$ cat src/rtl/framer_pkg.sv
// constants, modes and frame carriers for the actuator message framer
// assumes a 25 MHz controller clock and a CAN controller outside
package framer_pkg;
  // register byte offsets
  localparam logic [7:0] A_CTRL = 8'h00;
  localparam logic [7:0] A_SRC = 8'h04;
  localparam logic [7:0] A_TMO = 8'h08;
  localparam logic [7:0] A_STAT = 8'h0c;
  localparam logic [7:0] A_DEM = 8'h10;
  typedef enum logic [1:0] {USE_OFF = 2'b00, USE_MON = 2'b01, USE_CTL = 2'b10} usage_t;
  typedef enum logic [1:0] {
    MODE_A = 2'b00, MODE_B = 2'b01, MODE_C = 2'b10, MODE_D = 2'b11
  } compat_t;
  typedef enum logic [1:0] {
    RATE_125K = 2'b00, RATE_250K = 2'b01, RATE_500K = 2'b10, RATE_1M = 2'b11
  } rate_t;
  // ctrl fields: [1:0] usage, [3:2] compat mode, [5:4] primary rate
  localparam int CTRL_USE = 0;
  localparam int CTRL_MODE = 2;
  localparam int CTRL_RATE = 4;
  localparam logic [5:0] CTRL_RST = 6'h10;
  localparam logic [7:0] SRC_RST = 8'h00;
  localparam logic [15:0] TMO_RST = 16'h0064;
  // status fields
  localparam int ST_UNIT = 0;
  localparam int ST_SA = 8;
  localparam int ST_DFLT = 16;
  localparam int ST_CLAIM = 17;
  localparam int ST_INVAL = 18;
  // message layout
  localparam logic [7:0] SA_BASE = 8'h13;
  localparam logic [17:0] CMD_PGN_BASE = 18'h0ff16;
  localparam logic [17:0] DATA_PGN = 18'h0fffb;
  localparam logic [17:0] DIAG_PGN = 18'h0ff10;
  localparam logic [2:0] DATA_PRIO = 3'h7;
  localparam logic [2:0] DIAG_PRIO = 3'h6;
  localparam logic [3:0] CMD_DLC = 4'h4;
  localparam logic [3:0] TX_DLC = 4'h8;
  localparam logic [7:0] BYTE_NA = 8'hff;
  localparam logic [1:0] CD_INACT = 2'b00;
  localparam logic [1:0] CD_ACT = 2'b01;
  localparam logic [1:0] CD_NA = 2'b11;
  // demand codes at 0 % and 100 %, and byte scale factor (>> 40)
  localparam logic [31:0] DEM_LO = 32'h0ba2e8ba;
  localparam logic [31:0] DEM_HI = 32'hf45d1746;
  localparam logic [16:0] POS_K = 17'h11881;
  // timing
  localparam int CLK_PERIOD_NS = 40;
  localparam int MS_NS = 1000000;
  localparam int MS_CYC = MS_NS / CLK_PERIOD_NS;
  localparam int DATA_PERIOD_MS = 100;
  localparam int DIAG_FAST_MS = 100;
  localparam int DIAG_SLOW_MS = 1000;
  typedef struct packed {
    logic ide;
    logic [28:0] id;
    logic [3:0] dlc;
    logic [63:0] data;
  } can_frame_t;
  typedef struct packed {
    logic stop_cmd;
    logic nv_fail;
    logic volt_fault;
    logic wdog_reset;
    logic pos_sens_fail;
    logic temp_high;
    logic temp_sens_fail;
    logic pos_error;
    logic supply_high;
    logic supply_low;
    logic powerup_reset;
    logic gen_alarm;
    logic gen_shutdown;
    logic analog_dem_fail;
    logic pwm_dem_fail;
    logic derate_100c;
    logic zero_torque_140c;
    logic address_claim_fail_fault;
    logic bus_error_passive_fault;
  } diag_in_t;
endpackage

$ cat src/rtl/actuator_can_message_framer.sv
// actuator message framer: command check and decode, data and diagnostics frames
// assumes a CAN controller that hands over whole frames and takes frames on
// tx_valid/tx_ready; registers over APB, inputs synchronous to pclk
//
// Implementation choices: the APB register port and the address map.
`timescale 1ns/1ps
`default_nettype none
module actuator_can_message_framer
  import framer_pkg::*;
#(
  parameter int TICK_CYC = MS_CYC
) (
  input wire logic pclk,
  input wire logic presetn,
  input wire logic ce,
  input wire logic [7:0] paddr,
  input wire logic psel,
  input wire logic penable,
  input wire logic pwrite,
  input wire logic [31:0] pwdata,
  output logic [31:0] prdata,
  output logic pready,
  output logic pslverr,
  input wire logic addr_select_high_input,
  input wire logic addr_select_low_input,
  input wire logic rx_valid,
  input wire can_frame_t rx_frame,
  input wire diag_in_t diag,
  input wire logic [7:0] actual_pos,
  input wire logic name_changed,
  output can_frame_t tx_frame,
  output logic tx_valid,
  input wire logic tx_ready,
  output logic [31:0] demand_pos,
  output logic demand_fault,
  output logic [7:0] source_addr,
  output logic [1:0] primary_bitrate,
  output logic [1:0] service_bitrate
);
  localparam int TW = $clog2(TICK_CYC + 1);

  function automatic logic [1:0] cd(input logic act);
    cd = act ? CD_ACT : CD_INACT;
  endfunction

  function automatic logic [7:0] pos_byte(input logic [31:0] d);
    logic [48:0] p;
    p = 49'(d - DEM_LO) * 49'(POS_K);
    pos_byte = p[47:40];
  endfunction

  logic [5:0] ctrl_r;
  logic [7:0] src_r;
  logic [15:0] tmo_r;
  logic [1:0] unit_r;
  logic unit_ok_r;
  logic [TW-1:0] tick_cnt_r;
  logic tick_r;
  logic [15:0] age_r;
  logic inval_r;
  logic claim_fail_r;
  logic [9:0] data_ms_r;
  logic [9:0] diag_ms_r;
  logic data_pend_r;
  logic diag_pend_r;
  logic [31:0] code;
  logic [31:0] clamped;
  logic cmd_hit;
  logic active;
  logic bus_fail;
  logic int_fault;
  logic load_data;
  logic load_diag;
  logic [9:0] diag_period;
  logic [63:0] diag_data;
  usage_t usage;
  compat_t mode;

  assign usage = usage_t'(ctrl_r[CTRL_USE +: 2]);
  assign mode = compat_t'(ctrl_r[CTRL_MODE +: 2]);
  assign active = (usage == USE_MON || usage == USE_CTL) && mode != MODE_B;
  assign bus_fail = demand_fault;
  assign int_fault = diag.nv_fail | diag.volt_fault | diag.wdog_reset
    | diag.pos_sens_fail;

  // command acceptance: extended, page 0, this unit's group only
  assign cmd_hit = rx_valid && rx_frame.ide && active
    && rx_frame.id[25:8] == CMD_PGN_BASE + 18'(unit_r);
  assign code = {rx_frame.data[31:24], rx_frame.data[23:16],
    rx_frame.data[15:8], rx_frame.data[7:0]};
  assign clamped = code < DEM_LO ? DEM_LO
    : (code > DEM_HI ? DEM_HI : code);

  // apb register port, one access cycle
  always_ff @(posedge pclk or negedge presetn)
  begin
    if (!presetn)
    begin
      pready <= 1'b0;
      pslverr <= 1'b0;
      prdata <= 32'h00000000;
    end
    else if (ce)
    begin
      pready <= psel & ~penable;
      if (psel && !penable)
      begin
        pslverr <= 1'b0;
        unique case (paddr)
          A_CTRL: prdata <= {26'h0, ctrl_r};
          A_SRC: prdata <= {24'h0, src_r};
          A_TMO: prdata <= {16'h0, tmo_r};
          A_STAT: prdata <= {13'h0, inval_r, claim_fail_r, demand_fault,
            source_addr, 6'h0, unit_r};
          A_DEM: prdata <= demand_pos;
          default:
          begin
            prdata <= 32'h00000000;
            pslverr <= 1'b1;
          end
        endcase
      end
    end
  end

  always_ff @(posedge pclk or negedge presetn)
  begin
    if (!presetn)
    begin
      ctrl_r <= CTRL_RST;
      src_r <= SRC_RST;
      tmo_r <= TMO_RST;
    end
    else if (ce && psel && penable && pready && pwrite)
    begin
      if (paddr == A_CTRL)
        ctrl_r <= pwdata[5:0];
      if (paddr == A_SRC)
        src_r <= pwdata[7:0];
      if (paddr == A_TMO)
        tmo_r <= pwdata[15:0];
    end
  end

  // bus rates
  always_ff @(posedge pclk or negedge presetn)
  begin
    if (!presetn)
    begin
      primary_bitrate <= RATE_250K;
      service_bitrate <= RATE_1M;
    end
    else if (ce)
    begin
      primary_bitrate <= ctrl_r[CTRL_RATE +: 2];
      service_bitrate <= RATE_1M;
    end
  end

  // unit number caught once after reset release
  always_ff @(posedge pclk or negedge presetn)
  begin
    if (!presetn)
    begin
      unit_r <= 2'b00;
      unit_ok_r <= 1'b0;
    end
    else if (ce && !unit_ok_r)
    begin
      unit_r <= {addr_select_high_input, addr_select_low_input};
      unit_ok_r <= 1'b1;
    end
  end

  always_ff @(posedge pclk or negedge presetn)
  begin
    if (!presetn)
      source_addr <= SA_BASE;
    else if (ce)
      source_addr <= mode == MODE_B ? src_r : SA_BASE + 8'(unit_r);
  end

  // millisecond tick
  always_ff @(posedge pclk or negedge presetn)
  begin
    if (!presetn)
    begin
      tick_cnt_r <= '0;
      tick_r <= 1'b0;
    end
    else if (ce)
    begin
      tick_r <= tick_cnt_r == TW'(TICK_CYC - 1);
      tick_cnt_r <= tick_cnt_r == TW'(TICK_CYC - 1) ? '0 : tick_cnt_r + 1'b1;
    end
  end

  // demand supervision
  always_ff @(posedge pclk or negedge presetn)
  begin
    if (!presetn)
    begin
      age_r <= 16'h0000;
      inval_r <= 1'b0;
      demand_fault <= 1'b0;
    end
    else if (ce)
    begin
      if (usage != USE_CTL)
      begin
        age_r <= 16'h0000;
        inval_r <= 1'b0;
        demand_fault <= 1'b0;
      end
      else
      begin
        if (cmd_hit)
        begin
          age_r <= 16'h0000;
          inval_r <= rx_frame.dlc != CMD_DLC;
        end
        else if (tick_r && age_r != 16'hffff)
          age_r <= age_r + 16'h0001;
        demand_fault <= inval_r || age_r > tmo_r;
      end
    end
  end

  always_ff @(posedge pclk or negedge presetn)
  begin
    if (!presetn)
      claim_fail_r <= 1'b0;
    else if (ce)
    begin
      if (diag.address_claim_fail_fault)
        claim_fail_r <= 1'b1;
      else if (name_changed)
        claim_fail_r <= 1'b0;
    end
  end

  always_ff @(posedge pclk or negedge presetn)
  begin
    if (!presetn)
      demand_pos <= DEM_LO;
    else if (ce)
    begin
      if (claim_fail_r)
        demand_pos <= DEM_LO;
      else if (cmd_hit && usage == USE_CTL && rx_frame.dlc == CMD_DLC
          && !diag.bus_error_passive_fault)
        demand_pos <= clamped;
    end
  end

  // transmit schedule
  assign diag_period = (mode == MODE_A || mode == MODE_C)
    ? 10'(DIAG_FAST_MS) : 10'(DIAG_SLOW_MS);
  assign load_data = data_pend_r && !tx_valid;
  assign load_diag = diag_pend_r && !data_pend_r && !tx_valid;

  always_ff @(posedge pclk or negedge presetn)
  begin
    if (!presetn)
    begin
      data_ms_r <= 10'h000;
      diag_ms_r <= 10'h000;
      data_pend_r <= 1'b0;
      diag_pend_r <= 1'b0;
    end
    else if (ce)
    begin
      if (!active)
      begin
        data_ms_r <= 10'h000;
        diag_ms_r <= 10'h000;
        data_pend_r <= 1'b0;
        diag_pend_r <= 1'b0;
      end
      else
      begin
        if (tick_r)
        begin
          data_ms_r <= data_ms_r >= 10'(DATA_PERIOD_MS - 1) ? 10'h000
            : data_ms_r + 10'h001;
          diag_ms_r <= diag_ms_r >= diag_period - 10'h001 ? 10'h000
            : diag_ms_r + 10'h001;
        end
        data_pend_r <= (tick_r && data_ms_r >= 10'(DATA_PERIOD_MS - 1))
          || (data_pend_r && !load_data);
        diag_pend_r <= (tick_r && diag_ms_r >= diag_period - 10'h001)
          || (diag_pend_r && !load_diag);
      end
    end
  end

  // diagnostics payload, byte 1 in the low bits, bit pair n at n-1
  always_comb
  begin
    diag_data = {8{BYTE_NA}};
    unique case (mode)
      MODE_A:
      begin
        diag_data[7:0] = {CD_INACT, cd(int_fault), cd(bus_fail),
          cd(diag.stop_cmd)};
        diag_data[15:8] = {cd(diag.gen_shutdown), cd(diag.gen_alarm),
          CD_INACT, CD_INACT};
        diag_data[39:32] = {cd(diag.supply_high), CD_INACT,
          cd(diag.temp_high | diag.temp_sens_fail), cd(diag.pos_error)};
        diag_data[47:40] = {CD_NA, cd(diag.powerup_reset), CD_INACT,
          cd(diag.supply_low)};
      end
      MODE_C:
      begin
        diag_data[7:0] = {cd(diag.analog_dem_fail), cd(int_fault),
          cd(bus_fail), cd(diag.stop_cmd)};
        diag_data[15:8] = {cd(diag.gen_shutdown), cd(diag.gen_alarm),
          CD_NA, cd(diag.pwm_dem_fail)};
        diag_data[39:32] = {cd(diag.supply_high | diag.supply_low), CD_NA,
          cd(diag.temp_sens_fail), cd(diag.pos_error)};
        diag_data[47:40] = {cd(diag.derate_100c), cd(diag.powerup_reset),
          cd(diag.temp_sens_fail), cd(diag.supply_high | diag.supply_low)};
        diag_data[55:48] = {CD_NA, CD_NA, CD_NA,
          cd(diag.zero_torque_140c)};
      end
      MODE_D:
      begin
        diag_data[7:0] = {cd(diag.nv_fail | diag.temp_sens_fail
          | diag.volt_fault | diag.wdog_reset),
          cd(diag.pos_sens_fail | diag.wdog_reset), cd(bus_fail),
          cd(diag.stop_cmd)};
        diag_data[15:8] = {CD_NA, CD_NA, cd(diag.pwm_dem_fail),
          cd(diag.analog_dem_fail)};
        diag_data[39:32] = {cd(diag.supply_high), cd(diag.derate_100c),
          cd(diag.temp_high), cd(diag.pos_error)};
        diag_data[47:40] = {CD_NA, CD_NA, CD_NA, cd(diag.supply_low)};
      end
      MODE_B:
        diag_data = {8{BYTE_NA}};
    endcase
  end

  // frame output, held until taken
  always_ff @(posedge pclk or negedge presetn)
  begin
    if (!presetn)
    begin
      tx_valid <= 1'b0;
      tx_frame <= '0;
    end
    else if (ce)
    begin
      if (tx_valid && tx_ready)
        tx_valid <= 1'b0;
      else if (load_data)
      begin
        tx_valid <= 1'b1;
        tx_frame.ide <= 1'b1;
        tx_frame.id <= {DATA_PRIO, DATA_PGN, source_addr};
        tx_frame.dlc <= TX_DLC;
        tx_frame.data <= {{6{BYTE_NA}}, pos_byte(demand_pos),
          actual_pos};
      end
      else if (load_diag)
      begin
        tx_valid <= 1'b1;
        tx_frame.ide <= 1'b1;
        tx_frame.id <= {DIAG_PRIO, DIAG_PGN, source_addr};
        tx_frame.dlc <= TX_DLC;
        tx_frame.data <= diag_data;
      end
    end
  end
endmodule // actuator_can_message_framer
`default_nettype wire

$ cat config.mk
export PLATFORM = sky130hd
export DESIGN_NAME = actuator_can_message_framer
export DESIGN_NICKNAME = d
export VERILOG_FILES = /design/src/rtl/framer_pkg.sv /design/src/rtl/actuator_can_message_framer.sv
export SDC_FILE = /design/constraint.sdc
export NUM_CORES = 1
export LEC_CHECK = 0
export ABC_AREA = 1
export BUFFER_PORTS_ARGS = -buffer_cell sky130_fd_sc_hd__buf_2
export CORE_AREA = 2 2 207 209
export DETAILED_ROUTE_END_ITERATION = 12
export DIE_AREA = 0 0 209 211
export PLACE_DENSITY = 0.72
export SLEW_MARGIN = 40
export SYNTH_ARGS = -nofsm -noshare
export SYNTH_HDL_FRONTEND = slang
export SYNTH_SLANG_ARGS = --single-unit
$ cat constraint.sdc
create_clock -name pclk -period 10.2 [get_ports pclk]
set_clock_uncertainty 0.2 [all_clocks]
set_input_delay 0 -clock pclk [delete_from_list [all_inputs] [get_ports pclk]]
set_output_delay 0 -clock pclk [all_outputs]
set_load 0.02 [all_outputs]
---- Yosys cells after proc, flatten, opt, wreduce, memory -nomap -nowiden ----
Cells that the tools add are included.
word-level totals
  output and inout bits ................... 178
  input port bits ......................... 176
  bits in registers ....................... 265
  logic and storage cells ................. 175
operators by class
  reduce and logical (&&, ||, !) cells .... 54
  bitwise gates (word level) .............. 12
  add/sub/neg operators ................... 8
  mux-type cells .......................... 52
  multipliers ............................. 1
  $lt $le $gt $ge ......................... 5
  equality and inequality tests ........... 17
operators with widths
  cell                                                                             number
  98-bit two-way mux                                                               2
  32-bit one-hot mux with 5 select lines                                           1
  32-bit two-way mux                                                               4
  16-bit one-hot mux with 4 select lines                                           2
  10-bit two-way mux                                                               7
  33-bit by 18-bit multiplier with 48-bit output (second input constant)           1
  16-bit two-way mux                                                               3
  32-bit by 28-bit subtractor with 33-bit output (second input constant)           1
  32-bit > comparator (second input constant)                                      1
  32-bit by 28-bit less-than comparator with 1-bit output (second input constant)  1
  1-bit two-way mux                                                                30
  1-bit logical AND                                                                22
  10-bit by 1-bit adder with 10-bit output (second input constant)                 2
  2-bit AND reduction                                                              10
  18-bit by 17-bit equality test with 1-bit output                                 1
  16-bit by 2-bit adder with 17-bit output (first input constant)                  1
  16-bit by 1-bit adder with 16-bit output (second input constant)                 1
  8-bit by 4-bit equality test with 1-bit output (second input constant)           2
  16-bit > comparator                                                              1
  16-bit inequality test (second input constant)                                   1
  15-bit by 1-bit adder with 15-bit output (second input constant)                 1
  15-bit equality test (second input constant)                                     1
  15-bit two-way mux                                                               1
  10-bit greater-or-equal comparator                                               1
  other kinds (24)                                                                 51

---- Longest topological paths before layout ----
  depth in word-level cells ............... 10
  depth in mapped cells ................... 35
  gate-level depth less buffers ........... 35

---- Worst setup path after synthesis ----
No wires, ideal clock.
  path type ............................... flip-flop to flip-flop
  start ................................... register demand_pos[1]
  end ..................................... register tx_frame[11] (netlist bit)
  stages on the path, launching flop included .. 32
  arrival time ............................ 6.039 ns
  buffers on the path ..................... 0
  path slack .............................. 3.844 ns
  library setup time ...................... 0.116 ns
  clock period less this slack ............ 6.356 ns
  required time ........................... 9.884 ns
  cell sequence ........................... dfstp_2 -> inv_1 -> ha_1 -> nor2_1 -> nand3_1 -> nand2_1 -> o21ai_0 -> inv_1 -> nand3_1 -> nand2_1 -> a21oi_1 -> o21ai_0 -> xor2_1 -> inv_1 -> ha_1 -> inv_1 -> fa_1 -> fa_1 -> xor2_1 -> xor2_1 -> ha_1 -> ha_1 -> nand2_1 -> nor2_1 -> inv_1 -> nor4_1 -> nand3_1 -> o221ai_1 -> or2_2 -> nand3_1 -> nand2_1 -> nand2_1
between the ends
  word-level cells in the longest chain between the ends .. 3
ends and longest elaborated chain
  element                                         RTL line                            source
  start: declaration                              actuator_can_message_framer.sv:34   output logic [31:0] demand_pos,
  start signal: assignment                        actuator_can_message_framer.sv:252  demand_pos <= clamped;
  32-bit by 28-bit subtractor with 33-bit output  actuator_can_message_framer.sv:48   p = 49'(d - DEM_LO) * 49'(POS_K);
  33-bit by 18-bit multiplier with 48-bit output  actuator_can_message_framer.sv:48
  98-bit two-way mux                              actuator_can_message_framer.sv:355  else if (load_data)
  end: declaration                                actuator_can_message_framer.sv:31   output can_frame_t tx_frame,
No other way between the ends.
A chain may end at the register's enable or synchronous reset.

---- Worst setup path in the final report ----
Ends and elaborated chain as after synthesis.

==> results.cfg <==
[status]
status = finished, final reports clean

[setup_path]
cp.required_ns = 10.41
cpPeakStageDelay_ns = 0.61
cp_max_fo = 7
worstSetupStartpointType = register
endpoint_kind = register
critPathKind = register to register
critPathSlowestCell = dfstp_2
rrSetupSlack_ns = 2.79
arrival_ns = 7.62

[cts]
root_buffer = clkbuf_16
cts_resized = 0
clk_pin_slew_worst_paths_ns = 0.06
cts_tree = done
htreeDepth = 1
clock-sinks = 207
cts_setup_buffers = 0
clk_path_buf_depth = 3
ctsHoldBuffers = 112
cts_inserted_buffers = 22
clkLatencyLatePin_ns = 0.53

[logic_synthesis]
synthArstFlopShare_pct = 100
avgSynthCellArea_um2 = 7.61
netlist_instances = 2338
synth_edf_count = 0
ys_ff_latch = 207
yosysSeqAreaShare_pct = 29.3
syn_area_um2 = 17800
ys.flop_type = dfrtp_1
ys_warn_count = 0
yosysUniqueCellTypes = 66

[sta]
clock.fmax_mhz = 135
rsz0062_at_grt = false
worst_pin_slew_ns = 0.788
drv_slew = 0
period_needed_ns = 7.41
hold_viol_final = 0
fin_setup_tns_ns = 0
setup_violations = 0
finalCritPeriodShare_pct = 72.6
setup_ws_ns = 2.79
slew_headroom_pct = 47.3

[placed_design]
dp_hpwl_um = 43100
globalplace.congestion = 0.922
port_buffers = 286
dp.cells = 3077
placed_area_um2 = 19400
pre_cts_ws_ns = 2.77

[floorplan]
die_area_um2 = 44100
fp.dieH_um = 211
ios = 354
initial_utilization_pct = 42.6
core_area_um2 = 41800
rows = 75
die_w_um = 209

[routing]
drt_wl_total_um = 54800
drtIter0Drc = 1261
vias = 17143
wl_per_cell_um = 17.0
firstDrtPassIters = 6
drc = 0
ant_nets = 0
avgViaCountPerCell = 5.31

[final_layout]
nFillCells = 3852
drive_gt1_share_pct = 15.7
instances_no_fill = 3231
nets = 3087
design_area_um2 = 21400
area_growth_pct = 20.1

[global_route]
grt_pass1_vias = 17014
antenna_found_initial = 3
grt-ovfl-total = 0
grt_pass1_wl_um = 88100
grt_max_degree = 88
grt.total_usage_pct = 24.6

[worst_hold_path]
hold_class = input port to register

[run]
max_cap_viol_count = 0
metal layers:
| metal | GRT usage [%] | wire (um) | up-vias |
|---|---|---|---|
| li1 | - | - | 8253 |
| met1 | 31.2 | 22800 | 8122 |
| met2 | 42.7 | 26600 | 635 |
| met3 | 3.36 | 3410 | 133 |
| met4 | 9.58 | 2050 | 0 |
| met5 | 0 | 0 | - |
critical path, delay by kind of cell (launching register included):
family / cells / cell delay [ns]
adders and majority gates: 6 / 2.26
and+or+nand+nor: 13 / 1.92
xor gates and xnor gates: 3 / 0.92
AOI/OAI and AO/OA: 4 / 0.82
DFF: 1 / 0.61
buffers and inverters: 5 / 0.57
metrics by stage:
step | util [%] | hold WS, ns
after floorplan | - | -0.496
after global placement | 46.5 | -0.202
after detailed placement | 46.6 | -0.197
after CTS | 51.1 | 0.0161
after global routing | 51.2 | 0.0826
final | 51.2 | 0.0351
Yosys cell counts (all sizes together), types with 4 or more instances:
cell type / instances / area (um2)
a21oi: 118 / 606
nor3: 40 / 225
a21o: 19 / 143
dfrtp: 184 / 4600
fa: 67 / 1340
buf: 70 / 504
dfstp: 23 / 604
o21ai: 160 / 801
nand2: 469 / 1820
nand3: 100 / 521
inv: 391 / 1470
a221oi: 11 / 96.3
a31oi: 16 / 100
nand3b: 4 / 30.0
or2: 5 / 31.3
o22ai: 28 / 175
and3: 4 / 25.0
ha: 170 / 2130
o211ai: 5 / 37.5
nand4: 32 / 200
xor2: 57 / 499
a22oi: 15 / 113
clkbuf: 32 / 120
nor2: 220 / 856
a211oi: 4 / 30.0
o31ai: 16 / 125
xnor2: 15 / 131
o21bai: 4 / 30.0
nor4: 25 / 156
kinds of logic after synthesis:
family | synth area share, %
flops | 29.3
fa+ha+maj | 19.5
other cells | 0.0422
buf+inv | 11.8
mux | 0.0563
xor+xnor | 3.54
simple gates | 21.8
compound gates | 14.0
sequential cells by signal (all words and copies together) (netlist names), 6 cells and up:
name / cells
diag_ms_r: 10
tmo_r: 16
source_addr: 8
src_r: 8
data_ms_r: 10
tx_frame: 40
prdata: 32
age_r: 16
tick_cnt_r: 15
demand_pos: 32
ctrl_r: 6
placed cells by master, fill, tap and decap left out, types with 28 or more instances in the layout:
| master | synthesis | final |
|---|---|---|
| o22ai_1 | 28 | 28 |
| fa_1 | 67 | 67 |
| dfrtp_1 | 184 | 183 |
| inv_1 | 380 | 380 |
| o21ai_0 | 158 | 158 |
| xor2_1 | 57 | 51 |
| a21oi_1 | 116 | 116 |
| nor3_1 | 35 | 34 |
| nand4_1 | 32 | 32 |
| nand3_1 | 96 | 96 |
| ha_1 | 170 | 170 |
| nand2_1 | 455 | 454 |
| buf_2 | 7 | 285 |
| nor2_1 | 210 | 210 |
| dlygate4sd3_1 | 0 | 111 |
area by class of cell:
cell class	count	area, um2	area share, %
multi-input combinational	1642	10600	49.6
sequential	207	5210	24.4
timing repair buffer	408	2670	12.5
inverter	393	1480	6.91
tap	539	674	3.16
clock buffer	29	628	2.94
clock inverter	11	113	0.527
antenna	2	5.00	0.0234
final timing paths:
kind	startpoint	to	depth (start not counted)
max in group asynchronous	presetn	prdata[21]$_DFFE_PN0P_	5
min	pwrite	ctrl_r[3]$_DFFE_PN0P_	5
min reg2reg	unit_ok_r$_DFFE_PN0P_	unit_ok_r$_DFFE_PN0P_	2
min in group asynchronous	presetn	source_addr[4]$_DFFE_PN1P_	3
max	demand_pos[1]$_DFFE_PN1P_	tx_frame[11]$_DFFE_PN0P_	31
max reg2reg	demand_pos[1]$_DFFE_PN1P_	tx_frame[11]$_DFFE_PN0P_	31
Power is left out: the tool's default activity adds up to more than one toggle a clock period on the data nets, which glitch-free logic cannot reach.
